File: config.mk
export PLATFORM = sky130hd
export DESIGN_NAME = hub_sideband_top
export DESIGN_NICKNAME = d
export VERILOG_FILES = /design/src/design/hub_sideband_pkg.sv /design/src/design/sideband_if.sv /design/src/design/hub_sideband_top.sv /design/src/design/pin_sync.sv /design/src/design/led_pattern.sv
export SDC_FILE = /design/constraint.sdc
export NUM_CORES = 1
export LEC_CHECK = 0
export ABC_AREA = 1
export BUFFER_PORTS_ARGS = -buffer_cell sky130_fd_sc_hd__buf_2
export CAP_MARGIN = 20
export CORE_ASPECT_RATIO = 0.9
export CORE_MARGIN = 2
export CORE_UTILIZATION = 45
export CTS_BUF_LIST = sky130_fd_sc_hd__clkbuf_8
export CTS_CLUSTER_SIZE = 12
export DETAILED_ROUTE_END_ITERATION = 10
export GPL_TIMING_DRIVEN = 0
export PLACE_DENSITY_LB_ADDON = 0.3
export SETUP_SLACK_MARGIN = 0.2
export SYNTH_ARGS = -nofsm -noshare
export SYNTH_HDL_FRONTEND = slang
export SYNTH_SLANG_ARGS = --single-unit
File: constraint.sdc
create_clock -name i_mclk -period 1.71 [get_ports i_mclk]
set_input_delay 0.0855 -clock i_mclk [delete_from_list [all_inputs] [get_ports i_mclk]]
set_output_delay 0.0855 -clock i_mclk [all_outputs]
set_load 0.005 [all_outputs]
File: src/design/hub_sideband_pkg.sv
// Constants and types shared by the hub sideband pin logic.
// Assumes a single 50 MHz system clock; all times are turned into cycles here.
package hub_sideband_pkg;
    localparam int unsigned MCLK_PERIOD_NS     = 20;
    localparam int unsigned REF_CLOCK_MHZ      = 24;
    localparam int unsigned RESET_MIN_NS       = 5000;
    localparam int unsigned RESET_MIN_CYCLES   = (RESET_MIN_NS + MCLK_PERIOD_NS - 1) / MCLK_PERIOD_NS;
    localparam int unsigned RENEG_GAP_NS       = 10000;
    localparam int unsigned RENEG_CYCLES       = (RENEG_GAP_NS + MCLK_PERIOD_NS - 1) / MCLK_PERIOD_NS;
    localparam int unsigned WAKE_PULSE_US      = 1000;
    localparam int unsigned WAKE_PULSE_CYCLES  = (WAKE_PULSE_US * 1000) / MCLK_PERIOD_NS;
    localparam int unsigned LED_STEP_US        = 1000;
    localparam int unsigned LED_STEP_CYCLES    = (LED_STEP_US * 1000) / MCLK_PERIOD_NS;
    localparam int unsigned REF_TIMEOUT_CYCLES = 16;
    localparam int unsigned SYNC_BITS          = 10;
    localparam logic [1:0]  STRAP_RESET        = 2'h0;
    localparam logic [15:0] COUNT_RESET        = 16'h0000;

    typedef enum logic [1:0] {
        LS_DETACHED = 2'b00,
        LS_ATTACHED = 2'b01,
        LS_RENEG    = 2'b10
    } link_state_t;

    typedef enum logic {
        IND_SUSPEND = 1'b0,
        IND_WAKE    = 1'b1
    } ind_mode_t;

    typedef enum logic {
        LED_BLINK   = 1'b0,
        LED_BREATHE = 1'b1
    } led_mode_t;
endpackage : hub_sideband_pkg

File: src/design/sideband_if.sv
// Carrier for synchronised pins, the internal reset and latched straps.
// Assumes one producer (pin_sync) and one consumer (the top module).
`timescale 1ns/100ps
`default_nettype none
interface sideband_if;
    logic       core_rst;
    logic       upstream_power;
    logic       self_power;
    logic       crystal_level;
    logic       ref_level;
    logic       ref_single_ended;
    logic       straps_valid;
    logic [1:0] config_method;
    logic [1:0] fixed_ports;

    modport producer (
        output core_rst, upstream_power, self_power, crystal_level, ref_level,
        output ref_single_ended, straps_valid, config_method, fixed_ports
    );
    modport consumer (
        input core_rst, upstream_power, self_power, crystal_level, ref_level,
        input ref_single_ended, straps_valid, config_method, fixed_ports
    );
endinterface : sideband_if
`default_nettype wire

File: src/design/hub_sideband_top.sv
// Sideband pin logic of a three-port hub: reset, reference clock, power
// sensing, suspend and speed indicators, lamp and configuration straps.
// Assumes the hub core runs on i_mclk and presents its state on plain inputs.
`timescale 1ns/100ps
`default_nettype none
module hub_sideband_top
    import hub_sideband_pkg::*;
#(
    parameter int unsigned WAKE_PULSE_CYC = WAKE_PULSE_CYCLES,
    parameter int unsigned LED_STEP_CYC   = LED_STEP_CYCLES
)
(
    input  wire logic       i_mclk,
    input  wire logic       i_rst,
    input  wire logic       i_reset_n,
    input  wire logic       i_crystal_in,
    input  wire logic       i_reference_clock_in,
    input  wire logic       i_ref_single_ended,
    input  wire logic       i_upstream_power_sense,
    input  wire logic       i_self_power_sense,
    input  wire logic       i_config_method_strap_lo,
    input  wire logic       i_config_method_strap_hi,
    input  wire logic       i_fixed_port_strap_lo,
    input  wire logic       i_fixed_port_strap_hi,
    input  wire logic       i_configured,
    input  wire logic       i_suspended,
    input  wire logic       i_connected,
    input  wire logic       i_high_speed,
    input  wire logic       i_wake_mode,
    input  wire logic       i_remote_wake_event,
    input  wire logic       i_lamp_enable,
    input  wire led_mode_t  i_lamp_mode,
    input  wire logic [1:0] i_lamp_rate,
    output logic            o_crystal_out,
    output logic            o_crystal_out_oe,
    output logic            o_ref_clock_ok,
    output logic            o_core_reset,
    output logic            o_upstream_attach,
    output logic            o_renegotiate,
    output logic            o_self_powered,
    output logic            o_suspend_wakeup_indicator,
    output logic            o_suspend_wakeup_indicator_oe,
    output logic            o_high_speed_indicator,
    output logic            o_general_indicator_lamp,
    output logic [1:0]      o_config_method,
    output logic [1:0]      o_fixed_ports,
    output logic            o_straps_valid
);
    sideband_if sb ();

    link_state_t link_q;
    link_state_t link_d;
    logic        power_prev_q;
    logic        power_toggle;
    logic [15:0] reneg_cnt_q;
    logic [15:0] wake_cnt_q;
    logic        wake_busy;
    logic        ref_prev_q;
    logic        ref_sel;
    logic [4:0]  ref_idle_q;
    logic        susp_level;

    pin_sync u_sync (
        .i_mclk                   (i_mclk),
        .i_rst                    (i_rst),
        .i_reset_n                (i_reset_n),
        .i_upstream_power_sense   (i_upstream_power_sense),
        .i_self_power_sense       (i_self_power_sense),
        .i_crystal_in             (i_crystal_in),
        .i_reference_clock_in     (i_reference_clock_in),
        .i_ref_single_ended       (i_ref_single_ended),
        .i_config_method_strap_lo (i_config_method_strap_lo),
        .i_config_method_strap_hi (i_config_method_strap_hi),
        .i_fixed_port_strap_lo    (i_fixed_port_strap_lo),
        .i_fixed_port_strap_hi    (i_fixed_port_strap_hi),
        .sb                       (sb)
    );

    led_pattern #(
        .STEP_CYC (LED_STEP_CYC)
    ) u_led (
        .i_mclk   (i_mclk),
        .i_rst    (sb.core_rst),
        .i_enable (i_lamp_enable),
        .i_mode   (i_lamp_mode),
        .i_rate   (i_lamp_rate),
        .o_lamp   (o_general_indicator_lamp)
    );

    always_ff @(posedge i_mclk) begin
        if (i_rst) begin
            o_core_reset <= 1'b1;
        end else begin
            o_core_reset <= sb.core_rst;
        end
    end

    // Reference presence: the selected source must keep toggling. The
    // crystal driver is released when a single-ended oscillator is used.
    assign ref_sel = sb.ref_single_ended ? sb.ref_level : sb.crystal_level;

    always_ff @(posedge i_mclk) begin
        if (sb.core_rst) begin
            ref_prev_q     <= 1'b0;
            ref_idle_q     <= 5'h00;
            o_ref_clock_ok <= 1'b0;
        end else begin
            ref_prev_q <= ref_sel;
            if (ref_sel != ref_prev_q) begin
                ref_idle_q     <= 5'h00;
                o_ref_clock_ok <= 1'b1;
            end else if (ref_idle_q == 5'(REF_TIMEOUT_CYCLES)) begin
                o_ref_clock_ok <= 1'b0;
            end else begin
                ref_idle_q <= ref_idle_q + 5'h01;
            end
        end
    end

    always_ff @(posedge i_mclk) begin
        if (sb.core_rst) begin
            o_crystal_out    <= 1'b0;
            o_crystal_out_oe <= 1'b0;
        end else begin
            o_crystal_out    <= ~sb.crystal_level;
            o_crystal_out_oe <= ~sb.ref_single_ended;
        end
    end

    // Upstream link: any edge on the power sense drops the attachment until the sense
    // has been steady for a fixed gap, then reattaches if power is present. Only link state moves.
    assign power_toggle = (sb.upstream_power != power_prev_q);

    always_comb begin
        link_d = link_q;
        unique case (link_q)
            LS_DETACHED: begin
                if (sb.upstream_power) begin
                    link_d = LS_ATTACHED;
                end
            end
            LS_ATTACHED: begin
                if (power_toggle) begin
                    link_d = LS_RENEG;
                end
            end
            LS_RENEG: begin
                if (power_toggle) begin
                    link_d = LS_RENEG;
                end else if (reneg_cnt_q == 16'(RENEG_CYCLES - 1)) begin
                    link_d = LS_DETACHED;
                end
            end
            default: begin
                link_d = LS_DETACHED;
            end
        endcase
    end

    always_ff @(posedge i_mclk) begin
        if (sb.core_rst) begin
            link_q       <= LS_DETACHED;
            power_prev_q <= 1'b0;
            reneg_cnt_q  <= COUNT_RESET;
        end else begin
            link_q       <= link_d;
            power_prev_q <= sb.upstream_power;
            if (link_d != LS_RENEG || power_toggle) begin
                reneg_cnt_q <= COUNT_RESET;
            end else begin
                reneg_cnt_q <= reneg_cnt_q + 16'h0001;
            end
        end
    end

    always_ff @(posedge i_mclk) begin
        if (sb.core_rst) begin
            o_upstream_attach <= 1'b0;
            o_renegotiate     <= 1'b0;
        end else begin
            o_upstream_attach <= (link_d == LS_ATTACHED);
            o_renegotiate     <= (link_q == LS_ATTACHED) && power_toggle;
        end
    end

    always_ff @(posedge i_mclk) begin
        if (sb.core_rst) begin
            o_self_powered <= 1'b0;
        end else begin
            o_self_powered <= sb.self_power;
        end
    end

    // Suspend or wakeup indicator, open drain: low is driven, high released.
    assign wake_busy = (wake_cnt_q != COUNT_RESET);

    always_ff @(posedge i_mclk) begin
        if (sb.core_rst || i_wake_mode == IND_SUSPEND) begin
            wake_cnt_q <= COUNT_RESET;
        end else if (wake_busy) begin
            if (wake_cnt_q == 16'(WAKE_PULSE_CYC)) begin
                wake_cnt_q <= COUNT_RESET;
            end else begin
                wake_cnt_q <= wake_cnt_q + 16'h0001;
            end
        end else if (i_remote_wake_event) begin
            wake_cnt_q <= 16'h0001;
        end
    end

    always_comb begin
        if (i_wake_mode == IND_WAKE) begin
            susp_level = !(wake_busy || i_remote_wake_event);
        end else begin
            susp_level = i_configured && !i_suspended;
        end
    end

    always_ff @(posedge i_mclk) begin
        if (sb.core_rst) begin
            o_suspend_wakeup_indicator    <= 1'b0;
            o_suspend_wakeup_indicator_oe <= 1'b1;
        end else begin
            o_suspend_wakeup_indicator    <= susp_level;
            o_suspend_wakeup_indicator_oe <= !susp_level;
        end
    end

    // Speed indicator polarity comes from the latched method strap hi bit.
    always_ff @(posedge i_mclk) begin
        if (sb.core_rst || !sb.straps_valid) begin
            o_high_speed_indicator <= 1'b0;
        end else begin
            o_high_speed_indicator <= (i_connected && i_high_speed) ^ sb.config_method[1];
        end
    end

    always_ff @(posedge i_mclk) begin
        if (sb.core_rst) begin
            o_config_method <= STRAP_RESET;
            o_fixed_ports   <= STRAP_RESET;
            o_straps_valid  <= 1'b0;
        end else begin
            o_config_method <= sb.config_method;
            o_fixed_ports   <= sb.fixed_ports;
            o_straps_valid  <= sb.straps_valid;
        end
    end

    a_reset_clears_outputs: assert property (
        @(posedge i_mclk) disable iff (i_rst)
        sb.core_rst |=> (!o_upstream_attach && !o_self_powered && !o_straps_valid && o_core_reset))
        else $error("Outputs not at reset values during internal reset.");

    a_ref_lost_flag: assert property (
        @(posedge i_mclk) disable iff (sb.core_rst)
        (ref_idle_q == 5'(REF_TIMEOUT_CYCLES) && ref_sel == ref_prev_q) |=> !o_ref_clock_ok)
        else $error("Reference reported present after it stopped toggling.");

    a_reneg_drops_attach: assert property (
        @(posedge i_mclk) disable iff (sb.core_rst)
        (link_q == LS_ATTACHED && power_toggle) |=> (!o_upstream_attach && o_renegotiate && sb.straps_valid))
        else $error("Power toggle did not drop the link cleanly.");

    a_wake_pulse_low: assert property (
        @(posedge i_mclk) disable iff (sb.core_rst)
        (i_wake_mode && i_remote_wake_event) |=> o_suspend_wakeup_indicator_oe ##1 (!i_wake_mode || o_suspend_wakeup_indicator_oe))
        else $error("Wakeup event did not pull the indicator low.");

    a_suspend_level_map: assert property (
        @(posedge i_mclk) disable iff (sb.core_rst)
        !i_wake_mode |=> (o_suspend_wakeup_indicator == $past(i_configured && !i_suspended)))
        else $error("Suspend indicator level does not follow configured and active state.");

    a_self_power_pin: assert property (
        @(posedge i_mclk) disable iff (i_rst || sb.core_rst || o_core_reset)
        o_self_powered == $past(i_self_power_sense, 3))
        else $error("Self power output does not follow the sense pin.");

    a_hs_speed_level: assert property (
        @(posedge i_mclk) disable iff (sb.core_rst)
        (sb.straps_valid && !sb.config_method[1] && i_connected) |=> (o_high_speed_indicator == $past(i_high_speed)))
        else $error("Speed indicator wrong for active-high polarity.");

    a_hs_active_low: assert property (
        @(posedge i_mclk) disable iff (sb.core_rst)
        (sb.straps_valid && sb.config_method[1]) |=> (o_high_speed_indicator == !$past(i_connected && i_high_speed)))
        else $error("Speed indicator wrong for active-low polarity.");

    a_method_strap_out: assert property (
        @(posedge i_mclk) disable iff (sb.core_rst)
        (sb.straps_valid && o_straps_valid) |-> (o_config_method == $past(sb.config_method)))
        else $error("Configuration method output differs from the latched straps.");

    a_fixed_strap_out: assert property (
        @(posedge i_mclk) disable iff (sb.core_rst)
        (sb.straps_valid && o_straps_valid) |-> (o_fixed_ports == $past(sb.fixed_ports)))
        else $error("Fixed port output differs from the latched straps.");
endmodule : hub_sideband_top
`default_nettype wire

File: src/design/pin_sync.sv
// Pin synchronisers, internal reset generation and strap capture.
// Assumes every pin input is asynchronous to i_mclk.
`timescale 1ns/100ps
`default_nettype none
module pin_sync
    import hub_sideband_pkg::*;
(
    input  wire logic i_mclk,
    input  wire logic i_rst,
    input  wire logic i_reset_n,
    input  wire logic i_upstream_power_sense,
    input  wire logic i_self_power_sense,
    input  wire logic i_crystal_in,
    input  wire logic i_reference_clock_in,
    input  wire logic i_ref_single_ended,
    input  wire logic i_config_method_strap_lo,
    input  wire logic i_config_method_strap_hi,
    input  wire logic i_fixed_port_strap_lo,
    input  wire logic i_fixed_port_strap_hi,
    sideband_if.producer sb
);
    logic [SYNC_BITS-1:0] raw;
    logic [SYNC_BITS-1:0] s1_q;
    logic [SYNC_BITS-1:0] s2_q;
    logic                 core_rst_q;
    logic                 valid_q;
    logic [1:0]           method_q;
    logic [1:0]           fixed_q;

    assign raw = {i_fixed_port_strap_hi, i_fixed_port_strap_lo, i_config_method_strap_hi,
                  i_config_method_strap_lo, i_ref_single_ended, i_reference_clock_in,
                  i_crystal_in, i_self_power_sense, i_upstream_power_sense, i_reset_n};

    genvar g;
    generate
        for (g = 0; g < SYNC_BITS; g++) begin : g_sync
            always_ff @(posedge i_mclk) begin
                if (i_rst) begin
                    s1_q[g] <= 1'b0;
                    s2_q[g] <= 1'b0;
                end else begin
                    s1_q[g] <= raw[g];
                    s2_q[g] <= s1_q[g];
                end
            end
        end
    endgenerate

    // Full reset while the pin is low, with no filtering of short pulses.
    always_ff @(posedge i_mclk) begin
        if (i_rst) begin
            core_rst_q <= 1'b1;
        end else begin
            core_rst_q <= ~s2_q[0];
        end
    end

    // Straps are caught once, on the first cycle after reset ends.
    always_ff @(posedge i_mclk) begin
        if (core_rst_q) begin
            valid_q  <= 1'b0;
            method_q <= STRAP_RESET;
            fixed_q  <= STRAP_RESET;
        end else if (!valid_q) begin
            valid_q  <= 1'b1;
            method_q <= s2_q[7:6];
            fixed_q  <= s2_q[9:8];
        end
    end

    assign sb.core_rst         = core_rst_q;
    assign sb.upstream_power   = s2_q[1];
    assign sb.self_power       = s2_q[2];
    assign sb.crystal_level    = s2_q[3];
    assign sb.ref_level        = s2_q[4];
    assign sb.ref_single_ended = s2_q[5];
    assign sb.straps_valid     = valid_q;
    assign sb.config_method    = method_q;
    assign sb.fixed_ports      = fixed_q;

    a_pin_reset_full: assert property (
        @(posedge i_mclk) disable iff (i_rst)
        !i_reset_n |-> ##3 core_rst_q)
        else $error("Low reset pin did not raise the internal reset.");

    a_strap_hold_stable: assert property (
        @(posedge i_mclk) disable iff (i_rst)
        (valid_q && !core_rst_q) |=> (core_rst_q || $stable(method_q) && $stable(fixed_q)))
        else $error("Latched straps changed before the next reset.");
endmodule : pin_sync
`default_nettype wire

File: src/design/led_pattern.sv
// Blink and breathe pattern generator for the general indicator lamp.
// Assumes a synchronous reset from the same clock domain.
`timescale 1ns/100ps
`default_nettype none
module led_pattern
    import hub_sideband_pkg::*;
#(
    parameter int unsigned STEP_CYC = LED_STEP_CYCLES
)
(
    input  wire logic       i_mclk,
    input  wire logic       i_rst,
    input  wire logic       i_enable,
    input  wire led_mode_t  i_mode,
    input  wire logic [1:0] i_rate,
    output logic            o_lamp
);
    logic [15:0] step_cnt_q;
    logic [7:0]  phase_q;
    logic [6:0]  pwm_q;
    logic [6:0]  level;

    // The step prescaler sets the pace; the rate sets the phase increment.
    always_ff @(posedge i_mclk) begin
        if (i_rst || !i_enable) begin
            step_cnt_q <= COUNT_RESET;
            phase_q    <= 8'h00;
        end else if (step_cnt_q == 16'(STEP_CYC - 1)) begin
            step_cnt_q <= COUNT_RESET;
            phase_q    <= phase_q + 8'({6'h00, i_rate} + 8'h01);
        end else begin
            step_cnt_q <= step_cnt_q + 16'h0001;
        end
    end

    always_ff @(posedge i_mclk) begin
        if (i_rst) begin
            pwm_q <= 7'h00;
        end else begin
            pwm_q <= pwm_q + 7'h01;
        end
    end

    assign level = phase_q[7] ? ~phase_q[6:0] : phase_q[6:0];

    always_ff @(posedge i_mclk) begin
        if (i_rst || !i_enable) begin
            o_lamp <= 1'b0;
        end else if (i_mode == LED_BREATHE) begin
            o_lamp <= (pwm_q < level);
        end else begin
            o_lamp <= phase_q[7];
        end
    end

    a_led_off_disabled: assert property (
        @(posedge i_mclk) disable iff (i_rst)
        !i_enable |=> !o_lamp)
        else $error("Lamp lit while the lamp output was not enabled.");
endmodule : led_pattern
`default_nettype wire

==> results.cfg, run 1 <==
[power_and_ir_drop]
power_density_nw_per_um2 = 908.9
p_leak_nw = 2.603
ir_drop_v = 0.0005637

[sta]
hold_violations = 0
tns_ps = 0
whs_ps = 29.86
maxSlewHeadroom_pct = 68.77
finalCritPeriodShare_pct = 87.09
fin_ws_ps = 220.8
fin_skew_ps = 10.51
timing.fmax_ghz = 0.6715
worst_pin_slew_ps = 468.4
finalCriticalPeriod_ps = 1489
setup-violations-final = 0
rsz0062_at_grt = yes
maxSlewViolCount = 0

[floorplanning]
die_x_um = 115.9
initial_utilization_pct = 46.49
ios = 38
die_y_um = 104.7
dieArea_sq_um = 12130
coreArea_sq_um = 10900
rows = 36

[place]
portBuffers = 37
globalplace.congestion = 0.8808
hpwl_um = 7271
place_ws_ps = 107.0

[logic_synthesis]
synth_nets = 722
ys_warn_count = 0
synth_top_cell_by_area = dfxtp_1
synthDistinctLibCells = 33
syn-mean-instance-area_sq_um = 7.430
netlist_instances = 682
synthFlopType = dfxtp_1
seq_area_frac_synth_pct = 45.04
yosysTopAreaCellShare_pct = 45.04
synth-edff-count = 0
synthArstFlopShare_pct = 0
synth_seq_cells = 114
synth.area.top_cells = dfxtp_1 45%, nand2_1 9.0%, nor2_1 8.7%, inv_1 8.1%, ha_1 4.2%
syn_area_sq_um = 5067

[global_routing]
grt-ovfl-total = 0
grt_antenna_before_repair = 0
grt_pass1_wl_um = 17020
grt_pass1_vias = 4046
grt_max_degree = 17
grt.total_usage_pct = 17.48

[finish]
fillers = 1026
drive_gt1_share_pct = 16.11
nets = 803
area_delta_synth_final_pct = 24.22
antennaDiodeCount = 0

[worst_setup_path]
slowest_stage = fa_2
end_kind = register
worstSetupPathType = reg -> reg
path_cells = ha_4 -> fa_2 -> nand2_2 -> nand2_2 -> nand3_1 -> xor2_1 -> nand2_1 -> a21oi_2
critPathRequiredTime_ps = 2070
cp_max_fo = 4
worstSetupStartpointType = register
crit_top_cell = nand2_2
slowest_delay_ps = 360
cp_data_arrival_time_ps = 1850

[clocking]
clk_path_buf_depth = 2
numClockSinks = 114
htree_levels = 4
cts_buffers = 17
clk_latency_ps = 430
clockRootBuffer = clkbuf_8
clk_pin_slew_ps = 70
cts_tree = yes

[hold_path]
hold_class = in -> reg

[drt]
viasPerCell = 4.523
first_pass_iters = 6
drt_iter0_drc = 198
drc = 0
wl_um = 10070
ant_nets = 0
vias = 4197
wire_per_inst_um = 10.85

[flow_run]
cap_violations = 0

[status]
status = completed
## kinds of logic (layout without fill, tap and decap cells)
| logic type | after synthesis | count (layout) | synth area share [%] |
|---|---|---|---|
| flops | 114 | 114 | 45.04 |
| mux | 1 | 1 | 0.1975 |
| fa+ha+maj | 18 | 18 | 4.593 |
| buf+inv | 124 | 218 | 9.654 |
| compound gates | 57 | 57 | 5.729 |
| simple gates | 331 | 331 | 28.40 |
| xor+xnor | 37 | 37 | 6.395 |
## flip-flops by register name, indices dropped and copies added (netlist names), 2 cells and up
name,flops
reneg_cnt_q,16
u_led.step_cnt_q,16
wake_cnt_q,16
u_sync.s1_q,10
u_led.phase_q,8
u_led.pwm_q,7
ref_idle_q,5
u_sync.s2_q,5
link_q,2
o_config_method,2
o_fixed_ports,2
u_sync.sb.config_method,2
u_sync.sb.fixed_ports,2
## metal layers
layer  up-vias  part of all wire [%]  track usage, %
met1      1854                    49           22.12
met3        13                   3.7           5.684
met4         0                   1.2           6.803
li1       2274                     -               -
met5         -                     0               0
met2        56                    46           27.53
## synth_stat cells, types with 3 or more instances
master    count
inv_1       109
o21ai_0      20
inv_2         4
nand3_1      39
nand4_1      14
nand2_1     122
xnor2_1      16
ha_1         17
buf_2         3
xor2_1       21
a21oi_1      35
nor3_1       18
nor2_1      117
nand2_4       3
clkbuf_1      5
nor2_2        4
dfxtp_1     114
## worst max-delay path: cells and delay by family (launching register included)
kind                     cells  cell delay [ps]
adder cells (fa/ha/maj)      2              520
XOR/XNOR                     1              130
AND/OR/NAND/NOR              4              290
AO/OA/AOI/OAI                1              110
flip-flops                   1              340
## repair_timing
item	CTS	global route
pin swaps	0	7
setup endpoints to repair	3	47
endpoints found under the hold margin	17	0
hold buffers	18	0
gates resized for setup	3	33
cloned	0	2
buffers inserted	0	5
## through the flow
step                cell area, sq um  instances  util [%]  total power, W
floorplan                       5067        682         -        0.002816
global placement                5443        871     49.93        0.002861
detailed placement              5443        871     49.93        0.002865
CTS                             6095        921     55.91        0.005777
global route                    6295        928     57.75        0.005917
finish                          6295        928     57.75        0.005721
## final timing paths
check	start	to	slack (ps)	cells after the start
max reg2reg	u_led.phase_q[0]	u_led.phase_q[6]	220	8
min reg2reg	u_sync.s2_q[0]	u_sync.sb.core_rst	370	1
min	i_lamp_enable	u_led.phase_q[6]	30	3
max	u_led.phase_q[0]	u_led.phase_q[6]	220	8
## cells in the final DEF, fill, tap and decap left out, types with 14 or more instances in the layout
master	count
inv_1	113
dfxtp_1	110
nand3_1	37
nand4_1	14
dlygate4sd3_1	18
xnor2_1	14
nor3_1	17
buf_2	40
a21oi_1	33
nand2_1	116
nor2_1	112
xor2_1	21
o21ai_0	19
clkbuf_8	20
## cell type report
class                   count  area (sq um)  area share [%]
plain buffers              10         66.31           1.053
clock buffers              20         275.3           4.373
clock inverters            12         188.9           3.001
inverters                 114         430.4           6.838
multi-input cells         444          2424           38.50
flip-flops and latches    114          2287           36.33
well taps                 152         190.2           3.021
repair buffers             62         432.9           6.877
## power by group
part           switching, W  internal (W)  total (W)
sequential        0.0000111       0.00269    0.00270
combinational     0.0000698     0.0000769   0.000147
clock               0.00105       0.00183    0.00288
total               0.00113       0.00459    0.00572
No activity file was read; power rests on OpenSTA's default activity.
==> run 2, diff against run 1 <==
- BUFFER_PORTS_ARGS: -buffer_cell sky130_fd_sc_hd__buf_2 -> unset
- DONT_BUFFER_PORTS: unset -> 1
- clock period: 1.71 -> 1.5 ns (I/O delays scaled with it)
==> results.cfg, run 2 (synthesis gave the netlist of run 1 again) <==
[clocking]
htree_levels = 4
clk_pin_slew_ps = 70
cts_tree = yes
cts_buffers = 17
clockRootBuffer = clkbuf_8
clk_latency_ps = 430
clk_path_buf_depth = 2
numClockSinks = 114

[sta]
timing.fmax_ghz = 0.6815
setup-violations-final = 0
worst_pin_slew_ps = 400.0
maxSlewViolCount = 0
fin_skew_ps = 10.13
finalCriticalPeriod_ps = 1467
hold_violations = 0
maxSlewHeadroom_pct = 73.34
finalCritPeriodShare_pct = 97.83
rsz0062_at_grt = yes
tns_ps = 0

[floorplanning]
ios = 38
die_y_um = 104.7
die_x_um = 115.9
rows = 36
initial_utilization_pct = 46.49
dieArea_sq_um = 12130
coreArea_sq_um = 10900

[drt]
wire_per_inst_um = 12.97
drt_iter0_drc = 279
ant_nets = 0
first_pass_iters = 5
drc = 0
wl_um = 12080
viasPerCell = 4.867
vias = 4536

[finish]
final_cells = 932
antennaDiodeCount = 0
reg_top3 = reneg_cnt_q x16, u_led.step_cnt_q x16, wake_cnt_q x16
mostFrequentLayoutCells = 98 x nand2_1, 91 x inv_1, 87 x nor2_1, 79 x dfxtp_1, 29 x dfxtp_2
fin_util_pct = 64.46
multi_input_area_sq_um = 2868
layout_commonest_cell = nand2_1
fillers = 874
final-seq-area_sq_um = 2341
nets = 807
drive_gt1_share_pct = 32.31
area_delta_synth_final_pct = 38.67

[power_and_ir_drop]
power_density_nw_per_um2 = 924.6
sw_frac_of_total_pct = 21.54
p_clk_share_pct = 50.3
ir_drop_v = 0.0006214
p_leak_nw = 2.800
seq_power_share_pct = 47.2
power.switching_w = 0.001399
p_int_w = 0.005098
power_frac_comb_pct = 2.6

[global_routing]
grt_antenna_before_repair = 0
grt-ovfl-total = 0
grt_pass1_vias = 4166
grt_pass1_wl_um = 18020
grt_max_degree = 17
grt.total_usage_pct = 18.68

[worst_setup_path]
slowest_stage = dfxtp_4
r2r_end = u_led.phase_q[6]
rr_worst_depth = 8
slowest_delay_ps = 360
cp_num_buf_inv = 0
cp_data_arrival_time_ps = 1830
timing.rr.start = u_led.phase_q[0]
cp_max_fo = 2
end_kind = register
path_cells = ha_4 -> fa_2 -> nand2_2 -> nand2_2 -> nand3_2 -> xor2_1 -> nand2_1 -> a21oi_1
critPathRequiredTime_ps = 1870
crit_top_cell = nand2_2
path_delay_family = adder cells
worstSetupStartpointType = register
worstSetupPathType = reg -> reg
r2r_slack_ps = 30

[place]
place_inst = 834
globalplace.congestion = 0.9253
portBuffers = 0
hpwl_um = 7031

[hold_path]
hold_class = in -> reg
hold_end = u_led.phase_q[0]
hold_depth = 4
hp-start = i_lamp_rate[0]

[flow_run]
cap_violations = 0

[status]
status = completed
run 2: changes by cell type in the layout (fill, tap and decap cells not counted), moves of 15 or more:
| cell | delta |
|---|---|
| buf_2 | -37 |
| nor2_1 | -25 |
| dfxtp_1 | -31 |
| nor2_4 | +20 |
| nand2_1 | -18 |
| inv_1 | -22 |
| buf_4 | +22 |
| dfxtp_2 | +25 |
| buf_6 | +15 |
run 2: through the flow:
step	hold slack [ps]	setup slack [ps]	instance area, sq um	total power (W)
after floorplan	168.8	125.5	5090	0.003210
after global placement	180.6	43.16	5280	0.003232
after detailed placement	182.4	9.881	5280	0.003236
after CTS	10.13	57.05	6306	0.006544
after global routing	49.61	-29.63	7027	0.006724
final	45.75	32.60	7027	0.006497
run 2: layer usage:
layer,routed length [um],GRT usage (%),up-vias,share of wire (%)
met5,0,0,-,0
met4,349,8.844,0,2.9
met3,538,4.930,38,4.5
met2,5937,30.12,124,49
met1,5259,23.09,2071,44
li1,-,-,2303,-
run 2: final cells by class:
type                    count  share of cell area, %
clock buffers              17                  3.330
plain buffers              10                  1.033
flip-flops and latches    114                  33.32
clock inverters            15                  3.063
inverters                 114                  6.481
well taps                 152                  2.707
multi-input cells         444                  40.81
repair buffers             66                  9.259
run 2: how the worst max path moves through the flow:
stage	from	to	slack, ps	cells after the start
2_1_floorplan	u_led.phase_q[0]	u_led.phase_q[6]	130	8
3_3_place_gp	u_led.step_cnt_q[0]	u_led.step_cnt_q[11]	40	9
3_5_place_dp	u_led.step_cnt_q[0]	u_led.step_cnt_q[7]	10	9
4_1_cts	u_led.phase_q[7]	u_led.o_lamp	60	8
5_1_grt	u_led.phase_q[0]	u_led.phase_q[6]	-30	8
6_report	u_led.phase_q[0]	u_led.phase_q[6]	30	8
run 2: timing repair:
action,4_1_cts,5_1_grt
setup buffers,15,29
resized for setup,71,155
hold buffers,19,0
endpoints found under the setup margin,61,69
pin swaps,30,43
endpoints found under the hold margin,38,0
gates cloned,1,2
run 2: worst reg2reg max path, delay by kind of cell (launching register included):
family	cells	cell delay [ps]
adders and majority gates	2	510
DFF	1	360
and+or+nand+nor	4	280
xor gates and xnor gates	1	140
AOI/OAI and AO/OA	1	110
run 2: power groups by stage:
stage / combinational, W / clock, W / sequential [W]
3_3_place_gp: 0.0000902 / 0 / 0.00314
2_1_floorplan: 0.0000720 / 0 / 0.00314
6_report: 0.000166 / 0.00327 / 0.00306
3_5_place_dp: 0.0000929 / 0 / 0.00314
4_1_cts: 0.000149 / 0.00332 / 0.00307
5_1_grt: 0.000186 / 0.00347 / 0.00307
